[src/shared/pio_line_map.svh]
/*
 register offsets, reset values and widths for the line control block.
 assumes byte addressing on a 32-bit avalon-mm slave, one word per register.
*/
`ifndef PIO_LINE_MAP_SVH
`define PIO_LINE_MAP_SVH
`define LINE_IRQ_ENABLE_OFS 8'h00
`define LINE_IRQ_DISABLE_OFS 8'h04
`define LINE_IRQ_MASK_OFS 8'h08
`define LINE_CHANGE_STATUS_OFS 8'h0c
`define OPEN_DRAIN_ENABLE_OFS 8'h10
`define OPEN_DRAIN_DISABLE_OFS 8'h14
`define OPEN_DRAIN_STATE_OFS 8'h18
`define PULLUP_DISABLE_OFS 8'h1c
`define PULLUP_ENABLE_OFS 8'h20
`define PULLUP_STATE_OFS 8'h24
`define FIRST_FUNCTION_SELECT_OFS 8'h28
`define SECOND_FUNCTION_SELECT_OFS 8'h2c
`define FUNCTION_ASSIGNMENT_STATE_OFS 8'h30
`define DIRECT_WRITE_ENABLE_OFS 8'h34
`define DIRECT_WRITE_DISABLE_OFS 8'h38
`define DIRECT_WRITE_STATE_OFS 8'h3c
`define OUTPUT_DATA_STATE_OFS 8'h40
`define ADDR_W 8
`define LINES 32
`define RST_ZERO 32'h0000_0000
`define RST_ONES 32'hffff_ffff
`define UNMAPPED_READ 32'h0000_0000
`endif

[src/shared/pio_line_pkg.sv]
/*
 types for the line control block: bus carrier, pad carrier, state record.
 assumes pio_line_map.svh is on the include path.
*/
`include "pio_line_map.svh"
package pio_line_pkg;
   typedef logic [`LINES-1:0] lines_t;

   // avalon-mm request from the master
   typedef struct packed {
      logic [`ADDR_W-1:0] address;
      logic read;
      logic write;
      logic [3:0] byteenable;
      logic [31:0] writedata;
   } bus_req_t;

   // pad controls towards the i/o ring
   typedef struct packed {
      lines_t pad_out;
      lines_t pad_oe;
      lines_t pullup_on;
      lines_t func_second;
   } pad_ctl_t;

   typedef enum logic [1:0] {
      BUS_IDLE = 2'b01,
      BUS_DONE = 2'b10
   } bus_state_t;

   // whole state of the block
   typedef struct packed {
      bus_state_t bus;
      logic [31:0] readdata;
      lines_t irq_mask;
      lines_t change;
      lines_t open_drain;
      lines_t pullup_off;
      lines_t func_b;
      lines_t dw_en;
      lines_t out_data;
      lines_t sync1;
      lines_t sync2;
      lines_t prev;
      logic irq;
   } state_t;
endpackage : pio_line_pkg

[src/pio_line_ctrl.sv]
/*
 per-line control of a 32-line parallel i/o port: change interrupts,
 open-drain, pull-ups, peripheral function choice, direct output writes.
 assumes one clock, synchronous reset and an avalon-mm master that holds
 each request until waitrequest is seen low.
*/
// Implementation choices: the Avalon-MM interface to the registers and the address map.
`timescale 1ns/10ps
// Contract
// writing one to irq disable turns off that line's change interrupt
// irq mask reads one where change interrupt is enabled
// change status holds one where a level change happened since read
// reset clears all change bits; reading change status clears only the bits that the read returned
// writing one to open-drain enable makes that line open-drain
// writing one to open-drain disable returns line to push-pull
// open-drain state reads one for open-drain lines, zero push-pull
// writing one to pull-up disable switches that pull-up off
// writing one to pull-up enable switches that pull-up on
// pull-up state reads zero when enabled, one when disabled
// writing one to first-function select routes line to function one
// writing one to second-function select routes line to function two
// function state reads zero for first, one for second function
// writing one to direct-write enable lets output data writes land
// writing one to direct-write disable blocks output data writes
// direct-write state reads one where output data writes land
// writing one to irq enable turns on that line's change interrupt
// each enable/disable pair sets or clears one per-line state bit
// interrupt output high while a change bit and its mask bit are set
module pio_line_ctrl
   import pio_line_pkg::*;
#(
   parameter int LINES = `LINES
)
(
   input wire logic clk,
   input wire logic sys_rst,
   input wire bus_req_t bus_req,
   output logic [31:0] readdata,
   output logic waitrequest,
   input wire lines_t pad_in,
   input wire lines_t periph_a_out,
   input wire lines_t periph_a_oe,
   input wire lines_t periph_b_out,
   input wire lines_t periph_b_oe,
   input wire lines_t periph_sel,
   output pad_ctl_t pad_ctl,
   output lines_t line_level,
   output logic irq
);

   // registered state and its next value
   state_t s_q;
   state_t s_d;

   // write data after byte lane masking
   lines_t wmask;
   lines_t wset;

   // per-line pad drive before it is packed into the carrier
   lines_t drv_val;
   lines_t drv_en;

   // handshake decode
   logic req_any;
   logic take;
   logic wr_hit;
   logic rd_load;
   logic rd_done;

   // read word chosen from the current register contents
   logic [31:0] rd_word;

   // change capture helpers
   logic clr_read;
   lines_t edge_seen;
   lines_t change_kept;
   lines_t change_next;

   // lines on which a direct output write may land
   lines_t dw_write_mask;

   // byte lanes widen into a per-bit write mask
   always_comb
   begin
      wmask = {{8{bus_req.byteenable[3]}}, {8{bus_req.byteenable[2]}},
               {8{bus_req.byteenable[1]}}, {8{bus_req.byteenable[0]}}};
      wset = bus_req.writedata & wmask;
   end

   // handshake: a request is taken while idle and answered one cycle on;
   // writes land at the answer edge, the edge at which the master sees
   // waitrequest low, so an abandoned write never changes state
   assign req_any = bus_req.read || bus_req.write;
   assign take = req_any && (s_q.bus == BUS_IDLE);
   assign wr_hit = bus_req.write && (s_q.bus == BUS_DONE);
   assign rd_load = bus_req.read && (s_q.bus == BUS_IDLE);
   assign rd_done = bus_req.read && (s_q.bus == BUS_DONE);
   assign waitrequest = req_any && (s_q.bus != BUS_DONE);

   // read multiplexer; sampled into a register at the take edge so the
   // word already stands from flops when waitrequest drops
   always_comb
   begin
      unique case (bus_req.address)
         `LINE_IRQ_MASK_OFS:
         begin
            rd_word = s_q.irq_mask;
         end
         `LINE_CHANGE_STATUS_OFS:
         begin
            rd_word = s_q.change;
         end
         `OPEN_DRAIN_STATE_OFS:
         begin
            rd_word = s_q.open_drain;
         end
         `PULLUP_STATE_OFS:
         begin
            // stored as disabled-bits, so it reads with inverted sense
            rd_word = s_q.pullup_off;
         end
         `FUNCTION_ASSIGNMENT_STATE_OFS:
         begin
            rd_word = s_q.func_b;
         end
         `DIRECT_WRITE_STATE_OFS:
         begin
            rd_word = s_q.dw_en;
         end
         `OUTPUT_DATA_STATE_OFS:
         begin
            rd_word = s_q.out_data;
         end
         default:
         begin
            // write-only and unmapped offsets read as zero
            rd_word = `UNMAPPED_READ;
         end
      endcase
   end

   // change capture: a level difference between the two newest samples
   always_comb
   begin
      edge_seen = s_q.sync2 ^ s_q.prev;
   end

   // clear on read takes away only what the read reported; a change
   // that lands between the take and the answer edge is kept
   always_comb
   begin
      clr_read = rd_done && (bus_req.address == `LINE_CHANGE_STATUS_OFS);
      if (clr_read)
      begin
         change_kept = s_q.change & ~s_q.readdata;
      end
      else
      begin
         change_kept = s_q.change;
      end
      // set wins over the clear in the same cycle
      change_next = change_kept | edge_seen;
   end

   // output data lines open to direct writes
   always_comb
   begin
      dw_write_mask = wmask & s_q.dw_en;
   end

   // next state of every register of the block
   always_comb
   begin
      s_d = s_q;

      // two flops of synchroniser, then the compare sample
      s_d.sync1 = pad_in;
      s_d.sync2 = s_q.sync1;
      s_d.prev = s_q.sync2;

      // bus sequencer: idle, then one answer cycle
      s_d.bus = BUS_IDLE;
      if (take)
      begin
         s_d.bus = BUS_DONE;
      end

      // latched change bits
      s_d.change = change_next;

      // register writes at the answer edge
      if (wr_hit)
      begin
         unique case (bus_req.address)
            `LINE_IRQ_ENABLE_OFS:
            begin
               s_d.irq_mask = s_q.irq_mask | wset;
            end
            `LINE_IRQ_DISABLE_OFS:
            begin
               s_d.irq_mask = s_q.irq_mask & ~wset;
            end
            `OPEN_DRAIN_ENABLE_OFS:
            begin
               s_d.open_drain = s_q.open_drain | wset;
            end
            `OPEN_DRAIN_DISABLE_OFS:
            begin
               s_d.open_drain = s_q.open_drain & ~wset;
            end
            `PULLUP_DISABLE_OFS:
            begin
               s_d.pullup_off = s_q.pullup_off | wset;
            end
            `PULLUP_ENABLE_OFS:
            begin
               s_d.pullup_off = s_q.pullup_off & ~wset;
            end
            `FIRST_FUNCTION_SELECT_OFS:
            begin
               s_d.func_b = s_q.func_b & ~wset;
            end
            `SECOND_FUNCTION_SELECT_OFS:
            begin
               s_d.func_b = s_q.func_b | wset;
            end
            `DIRECT_WRITE_ENABLE_OFS:
            begin
               s_d.dw_en = s_q.dw_en | wset;
            end
            `DIRECT_WRITE_DISABLE_OFS:
            begin
               s_d.dw_en = s_q.dw_en & ~wset;
            end
            `OUTPUT_DATA_STATE_OFS:
            begin
               // only write-enabled lines take the new level
               s_d.out_data = (s_q.out_data & ~dw_write_mask) |
                              (bus_req.writedata & dw_write_mask);
            end
            default:
            begin
               // unmapped or read-only: ignored
               s_d.out_data = s_q.out_data;
            end
         endcase
      end

      // read word captured at the take edge, held until the next read
      if (rd_load)
      begin
         s_d.readdata = rd_word;
      end

      // level interrupt from the values about to be registered
      s_d.irq = |(s_d.change & s_d.irq_mask);

      // synchronous reset overrides everything above
      if (sys_rst)
      begin
         s_d = '0;
         s_d.bus = BUS_IDLE;
         s_d.change = `RST_ZERO;
         s_d.pullup_off = `RST_ZERO; // pull-ups on out of reset
      end
   end

   // the only register process; every flop of the block lives in s_q
   always_ff @(posedge clk)
   begin
      s_q <= s_d;
   end

   // per-line pad drive: peripheral owns lines it claims, else output data
   genvar gi;
   generate
      for (gi = 0; gi < LINES; gi++)
      begin : g_line
         logic val;
         logic en;
         always_comb
         begin
            if (periph_sel[gi])
            begin
               val = s_q.func_b[gi] ? periph_b_out[gi] : periph_a_out[gi];
               en = s_q.func_b[gi] ? periph_b_oe[gi] : periph_a_oe[gi];
            end
            else
            begin
               val = s_q.out_data[gi];
               en = 1'b1;
            end
            drv_val[gi] = val;
            // open-drain lines release instead of driving high
            drv_en[gi] = en && !(s_q.open_drain[gi] && val);
         end
      end
   endgenerate

   // pad carrier; pull-up and function come straight from flops
   assign pad_ctl.pad_out = drv_val;
   assign pad_ctl.pad_oe = drv_en;
   assign pad_ctl.pullup_on = ~s_q.pullup_off;
   assign pad_ctl.func_second = s_q.func_b;

   // synchronised pin view for the rest of the chip
   assign line_level = s_q.sync2;

   // bus read word and interrupt, both registered
   assign readdata = s_q.readdata;
   assign irq = s_q.irq;

   // limitation: the pad drive above is combinational from peripheral
   // inputs, so a peripheral glitch reaches the pad without filtering

endmodule : pio_line_ctrl

[config.mk]
export PLATFORM = sky130hd
export DESIGN_NAME = pio_line_ctrl
export DESIGN_NICKNAME = d
export VERILOG_FILES = /design/src/shared/pio_line_pkg.sv /design/src/pio_line_ctrl.sv
export VERILOG_INCLUDE_DIRS = /design/src /design/src/shared
export SDC_FILE = /design/constraint.sdc
export NUM_CORES = 1
export LEC_CHECK = 0
export BUFFER_PORTS_ARGS = -buffer_cell sky130_fd_sc_hd__buf_2
export CAP_MARGIN = 10
export CELL_PAD_IN_SITES_DETAIL_PLACEMENT = 1
export CELL_PAD_IN_SITES_GLOBAL_PLACEMENT = 2
export CORE_ASPECT_RATIO = 1.4
export CORE_MARGIN = 10
export CORE_UTILIZATION = 34
export CTS_CLUSTER_DIAMETER = 60
export CTS_CLUSTER_SIZE = 12
export DETAILED_ROUTE_END_ITERATION = 16
export PLACE_DENSITY_LB_ADDON = 0.1
export SLEW_MARGIN = 20
export SYNTH_ARGS = -nofsm -noshare
export SYNTH_HDL_FRONTEND = slang
export SYNTH_SLANG_ARGS = --single-unit
[constraint.sdc]
create_clock -name clk -period 4 [get_ports clk]
set_input_delay 0.8 -clock clk [delete_from_list [all_inputs] [get_ports clk]]
set_output_delay 0.8 -clock clk [all_outputs]
set_load 0.005 [all_outputs]
; ---- Yosys cells after proc, flatten, opt, wreduce, memory -nomap -nowiden
; Index checks and enable logic that the tools add are counted.
[word_totals]
in_bits = 240
word_cells = 306
ff_bits = 355
[classes]
n_mux = 137
bitwise = 23
n_reduce_logical = 114
eq_ne = 19
[ops]
columns = op, count
row1 = 32-bit bitwise AND, 11
row2 = 32-bit case mux with 2 select lines, 5
row3 = 32-bit bitwise OR, 7
row4 = 32-bit case mux with 7 select lines, 1
row5 = 1-bit two-way mux, 128
row6 = 32-bit inverter, 4
row7 = 1-bit logical AND, 70
row8 = "8-bit by 6-bit == test with 1-bit output, second input constant", 8
row9 = 32-bit two-way mux, 2
row10 = "8-bit by 5-bit == test with 1-bit output, second input constant", 4
row11 = 1-bit logical NOT, 32
row12 = 32-bit OR reduction, 1
row13 = 32-bit bitwise XOR, 1
row14 = "8-bit by 4-bit == test with 1-bit output, second input constant", 2
row15 = 2-bit AND reduction, 5
row16 = "8-bit by 3-bit == test with 1-bit output, second input constant", 1
row17 = "8-bit by 7-bit == test with 1-bit output, second input constant", 1
row18 = 8-bit logical NOT, 1
row19 = 2-bit nonzero test, 4
row20 = "2-bit by 1-bit == test with 1-bit output, second input constant", 1
row21 = "2-bit == test, second input constant", 1
row22 = 2-bit two-way mux, 1
row23 = "2-bit inequality test, second input constant", 1
row24 = 1-bit logical OR, 1

; ---- Longest topological paths before layout
[logic_depth]
word_depth = 7
depth_mapped = 10

; ---- Least setup slack after synthesis
; No wires, ideal clock.
[synth_timing]
kind = input-to-reg
start = input port bus_req[40] (netlist bit)
end = register s_q (netlist bit readdata[29])
path_slack_ns = 1.501
required_ns = 3.872
arrival_time_ns = 2.371
path_stages = 10
path_cell_list = buf_2 and4bb_1 and2_1 buf_2 buf_2 buf_6 a222oi_1 nand3_1 a22oi_1 nor2_1
[synth_via]
elab_chain_len = 2
elab_cells_between_ends = 8
cone_classes = eq/ne (7) / mux (1)
[synth_lines]
columns = item, line
row1 = "start, declared", pio_line_ctrl.sv:37  ; input wire bus_req_t bus_req,
row2 = 8-bit by 7-bit == test with 1-bit output (tied with other cells), pio_line_ctrl.sv:104  ; unique case (bus_req.address)
row3 = 32-bit case mux with 7 select lines *, pio_line_ctrl.sv:104
row4 = "end signal, assigned", pio_line_ctrl.sv:271  ; s_q <= s_d;
row5 = "end, declared", pio_line_ctrl.sv:52  ; state_t s_q;
; Mark *: on every way between the ends. The rest lies on a longest branch, timed or not.
; A chain may end at the register's enable or synchronous reset.

; ---- Final worst setup path
[layout_timing]
start = input port bus_req[40] (netlist bit)
end = register s_q (netlist bit readdata[1])
; Same word-level chain as after synthesis.

==> impl_metrics.csv <==
group,metric,value,unit
placement,dpl_worst_slack,0.4505,ns
critical_path,arrival,3.43,ns
finish,syn_to_final_growth,16.54,%
pwr,clkPwrFrac,0.425,
sta,tns,0,ns
die,fp.dieH,283.1,microns
sta,fin_crit,2.966,ns
min_path,holdCritPathClass,"flop to flop",
sta,tightest_slew,0.7790,ns
finish,nNetsFinal,2337,
synthesis,synth_ff_type,"dfxtp_1",
clock_network,cts_max_level,2,
synthesis,ys_types,47,
pwr,combPwrFrac,0.082,
detailed_routing,drc,0,
sta,drv_slew,0,
detailed_routing,viasPerCell,5.555,
detailed_routing,drtIter0Drc,1057,
die,rows,96,
pwr,ir_worst_vdd,218.4,uV
synthesis,synth_edf_count,0,
placement,io_buffers,433,
clock_network,cts_tree,"done",
synthesis,synth_cells,1872,
critical_path,cp.required,4.47,ns
die,pin_count,434,
finish,seq_area,7107,sq um
clock_network,cts_hold_buf,0,
sta,finalCritPeriodShare,0.7414,
critical_path,r2r_cells,7,
clock_network,cts_buffers,36,
placement,gp_congestion,0.8675,
die,die_area,58880,sq um
global_route,grt_overflow,0,
clock_network,clk_path_buf_depth,3,
clock_network,path_clk_slew,0.06,ns
sta,max_freq,337.2,MHz
clock_network,cts_setup_buffers,0,
detailed_routing,firstDrtPassIters,6,
finish,layout.cells.most_common,"buf_2",
sta,setup_viol_count_final,0,
detailed_routing,totalWireLength,73.36,mm
synthesis,ys_seq_elements,355,
placement,place_inst,2696,
die,start_util,0.3431,
synthesis,synth_nets,2112,
finish,finalCoreUtilization,0.3999,
die,die_w,208.0,microns
sta,setup_ws,1.034,ns
sta,hold_ws,0.4343,ns
sta,rsz0062_at_grt,"no",
finish,multi_input_area,7959,sq um
die,core,49010,sq um
pwr,p_switching,1.852,mW
synthesis,avgSynthCellArea,8.982,sq um
outcome,status,"finished, final reports clean",
pwr,swShare,0.2504,
sta,hold_viol,0,
finish,design_area,19600,sq um
detailed_routing,ant_nets,0,
pwr,p_int,5.545,mW
placement,dpl_cell_area,18590,sq um
clock_network,clock-root-buffer,"clkbuf_16",
finish,final_cell_mix,"buf_2 (432), dfxtp_1 (355), nor2_1 (186), a21oi_1 (159), mux2i_1 (150)",
clock_network,cts_resized,0,
sta,skew,0.02051,ns
critical_path,crit_type,"input pin to flop",
synthesis,synth_seq_area_share,0.4227,
synthesis,ys_warn_count,0,
synthesis,synthArstFlopShare,0,
global_route,antenna_found_initial,4,
finish,final_cells,2743,
global_route,grt_max_degree,97,
detailed_routing,vias,15240,
global_route,grt_pass1_vias,16140,
sta,slew_headroom,0.4789,
pwr,sequentialPowerShare,0.493,
clock_network,cts_sinks,355,
clock_network,insertion_delay,0.55,ns
flow_run,cap_viol_max_count,0,
critical_path,path_max_fanout,23,
placement,hpwl,55.05,mm
detailed_routing,wl_per_cell,26.74,microns
critical_path,startpoint_type,"input pin",
synthesis,synth_area,16810,sq um
pwr,p_total,7.397,mW
finish,drive_gt1_frac,0.2594,
min_path,hold_depth,1,
pwr,p_per_area,377.5,nW/um^2
finish,nFillCells,5796,
global_route,track_usage,0.2367,
global_route,grt_pass1_wl,107.9,mm
pwr,p_leak,8.225,nW
critical_path,critPathCaptureType,"flop",
cell families after synthesis:
family / after synthesis / share of synthesized area
compound gates: 454 / 0.1887
simple gates: 555 / 0.1735
buf+inv: 326 / 0.1092
mux: 150 / 0.08929
xor+xnor: 32 / 0.01667
flops: 355 / 0.4227
cell usage after synthesis (10+ instances only):
cell / n / area (sq um)
dfxtp_1: 355 / 7107
nor2_1: 188 / 705.7
a21oi_1: 159 / 795.8
mux2i_1: 150 / 1501
buf_4: 143 / 1074
a22oi_1: 128 / 960.9
nor2b_1: 117 / 732.0
clkbuf_1: 91 / 341.6
nand2_1: 66 / 247.7
a311oi_1: 62 / 543.0
and2_1: 56 / 350.3
buf_2: 54 / 270.3
nand4_1: 44 / 275.3
nand3_1: 35 / 175.2
inv_1: 34 / 127.6
a222oi_1: 32 / 320.3
xor2_1: 32 / 280.3
a211oi_1: 31 / 232.7
a31oi_1: 11 / 68.82
a41oi_1: 11 / 96.34
o22ai_1: 11 / 68.82
and4b_1: 10 / 100.1
area by class of cell:
type | count | area share
Clock buffer | 42 | 0.04974
Timing Repair Buffer | 479 | 0.1326
Sequential cell | 355 | 0.3627
Inverter | 34 | 0.006513
Clock inverter | 4 | 0.001596
Tap cell | 637 | 0.04067
Multi-Input combinational cell | 1191 | 0.4061
Antenna cell | 1 | 0.0001277
worst max-delay path: stages:
cell and delay, ns:
buf_2 0.38, and4bb_4 0.52, buf_4 0.37, and2_2 0.47, nor3_1 0.15, a21oi_4 0.19
buf_4 0.30, a22oi_1 0.11, nor2_1 0.10
power by group through the flow:
stage	Clock [mW]	Combinational (mW)	Sequential, mW
2_1_floorplan	0	0.338	3.70
3_3_place_gp	0	0.600	3.72
3_5_place_dp	0	0.614	3.73
4_1_cts	3.21	0.616	3.65
5_1_grt	3.35	0.666	3.65
6_report	3.14	0.608	3.65
final timing paths:
kind / start / end / slack, ns
hold reg to reg: s_q[79] / line_level[14] / 0.43
setup / recovery: bus_req[40] / readdata[1] / 1.03
hold / removal: s_q[79] / line_level[14] / 0.43
setup reg to reg: s_q[353] / irq / 1.25
per-layer routing:
metal	up-vias	part of all wire	wire length (microns)	GRT usage
met4	6	0.039	2834	0.09475
met3	123	0.064	4685	0.05549
met5	-	0.00053	39	0
met1	7516	0.38	28030	0.2575
li1	7047	-	-	-
met2	545	0.51	37770	0.4313
Power figures use the tool's default switching activity.
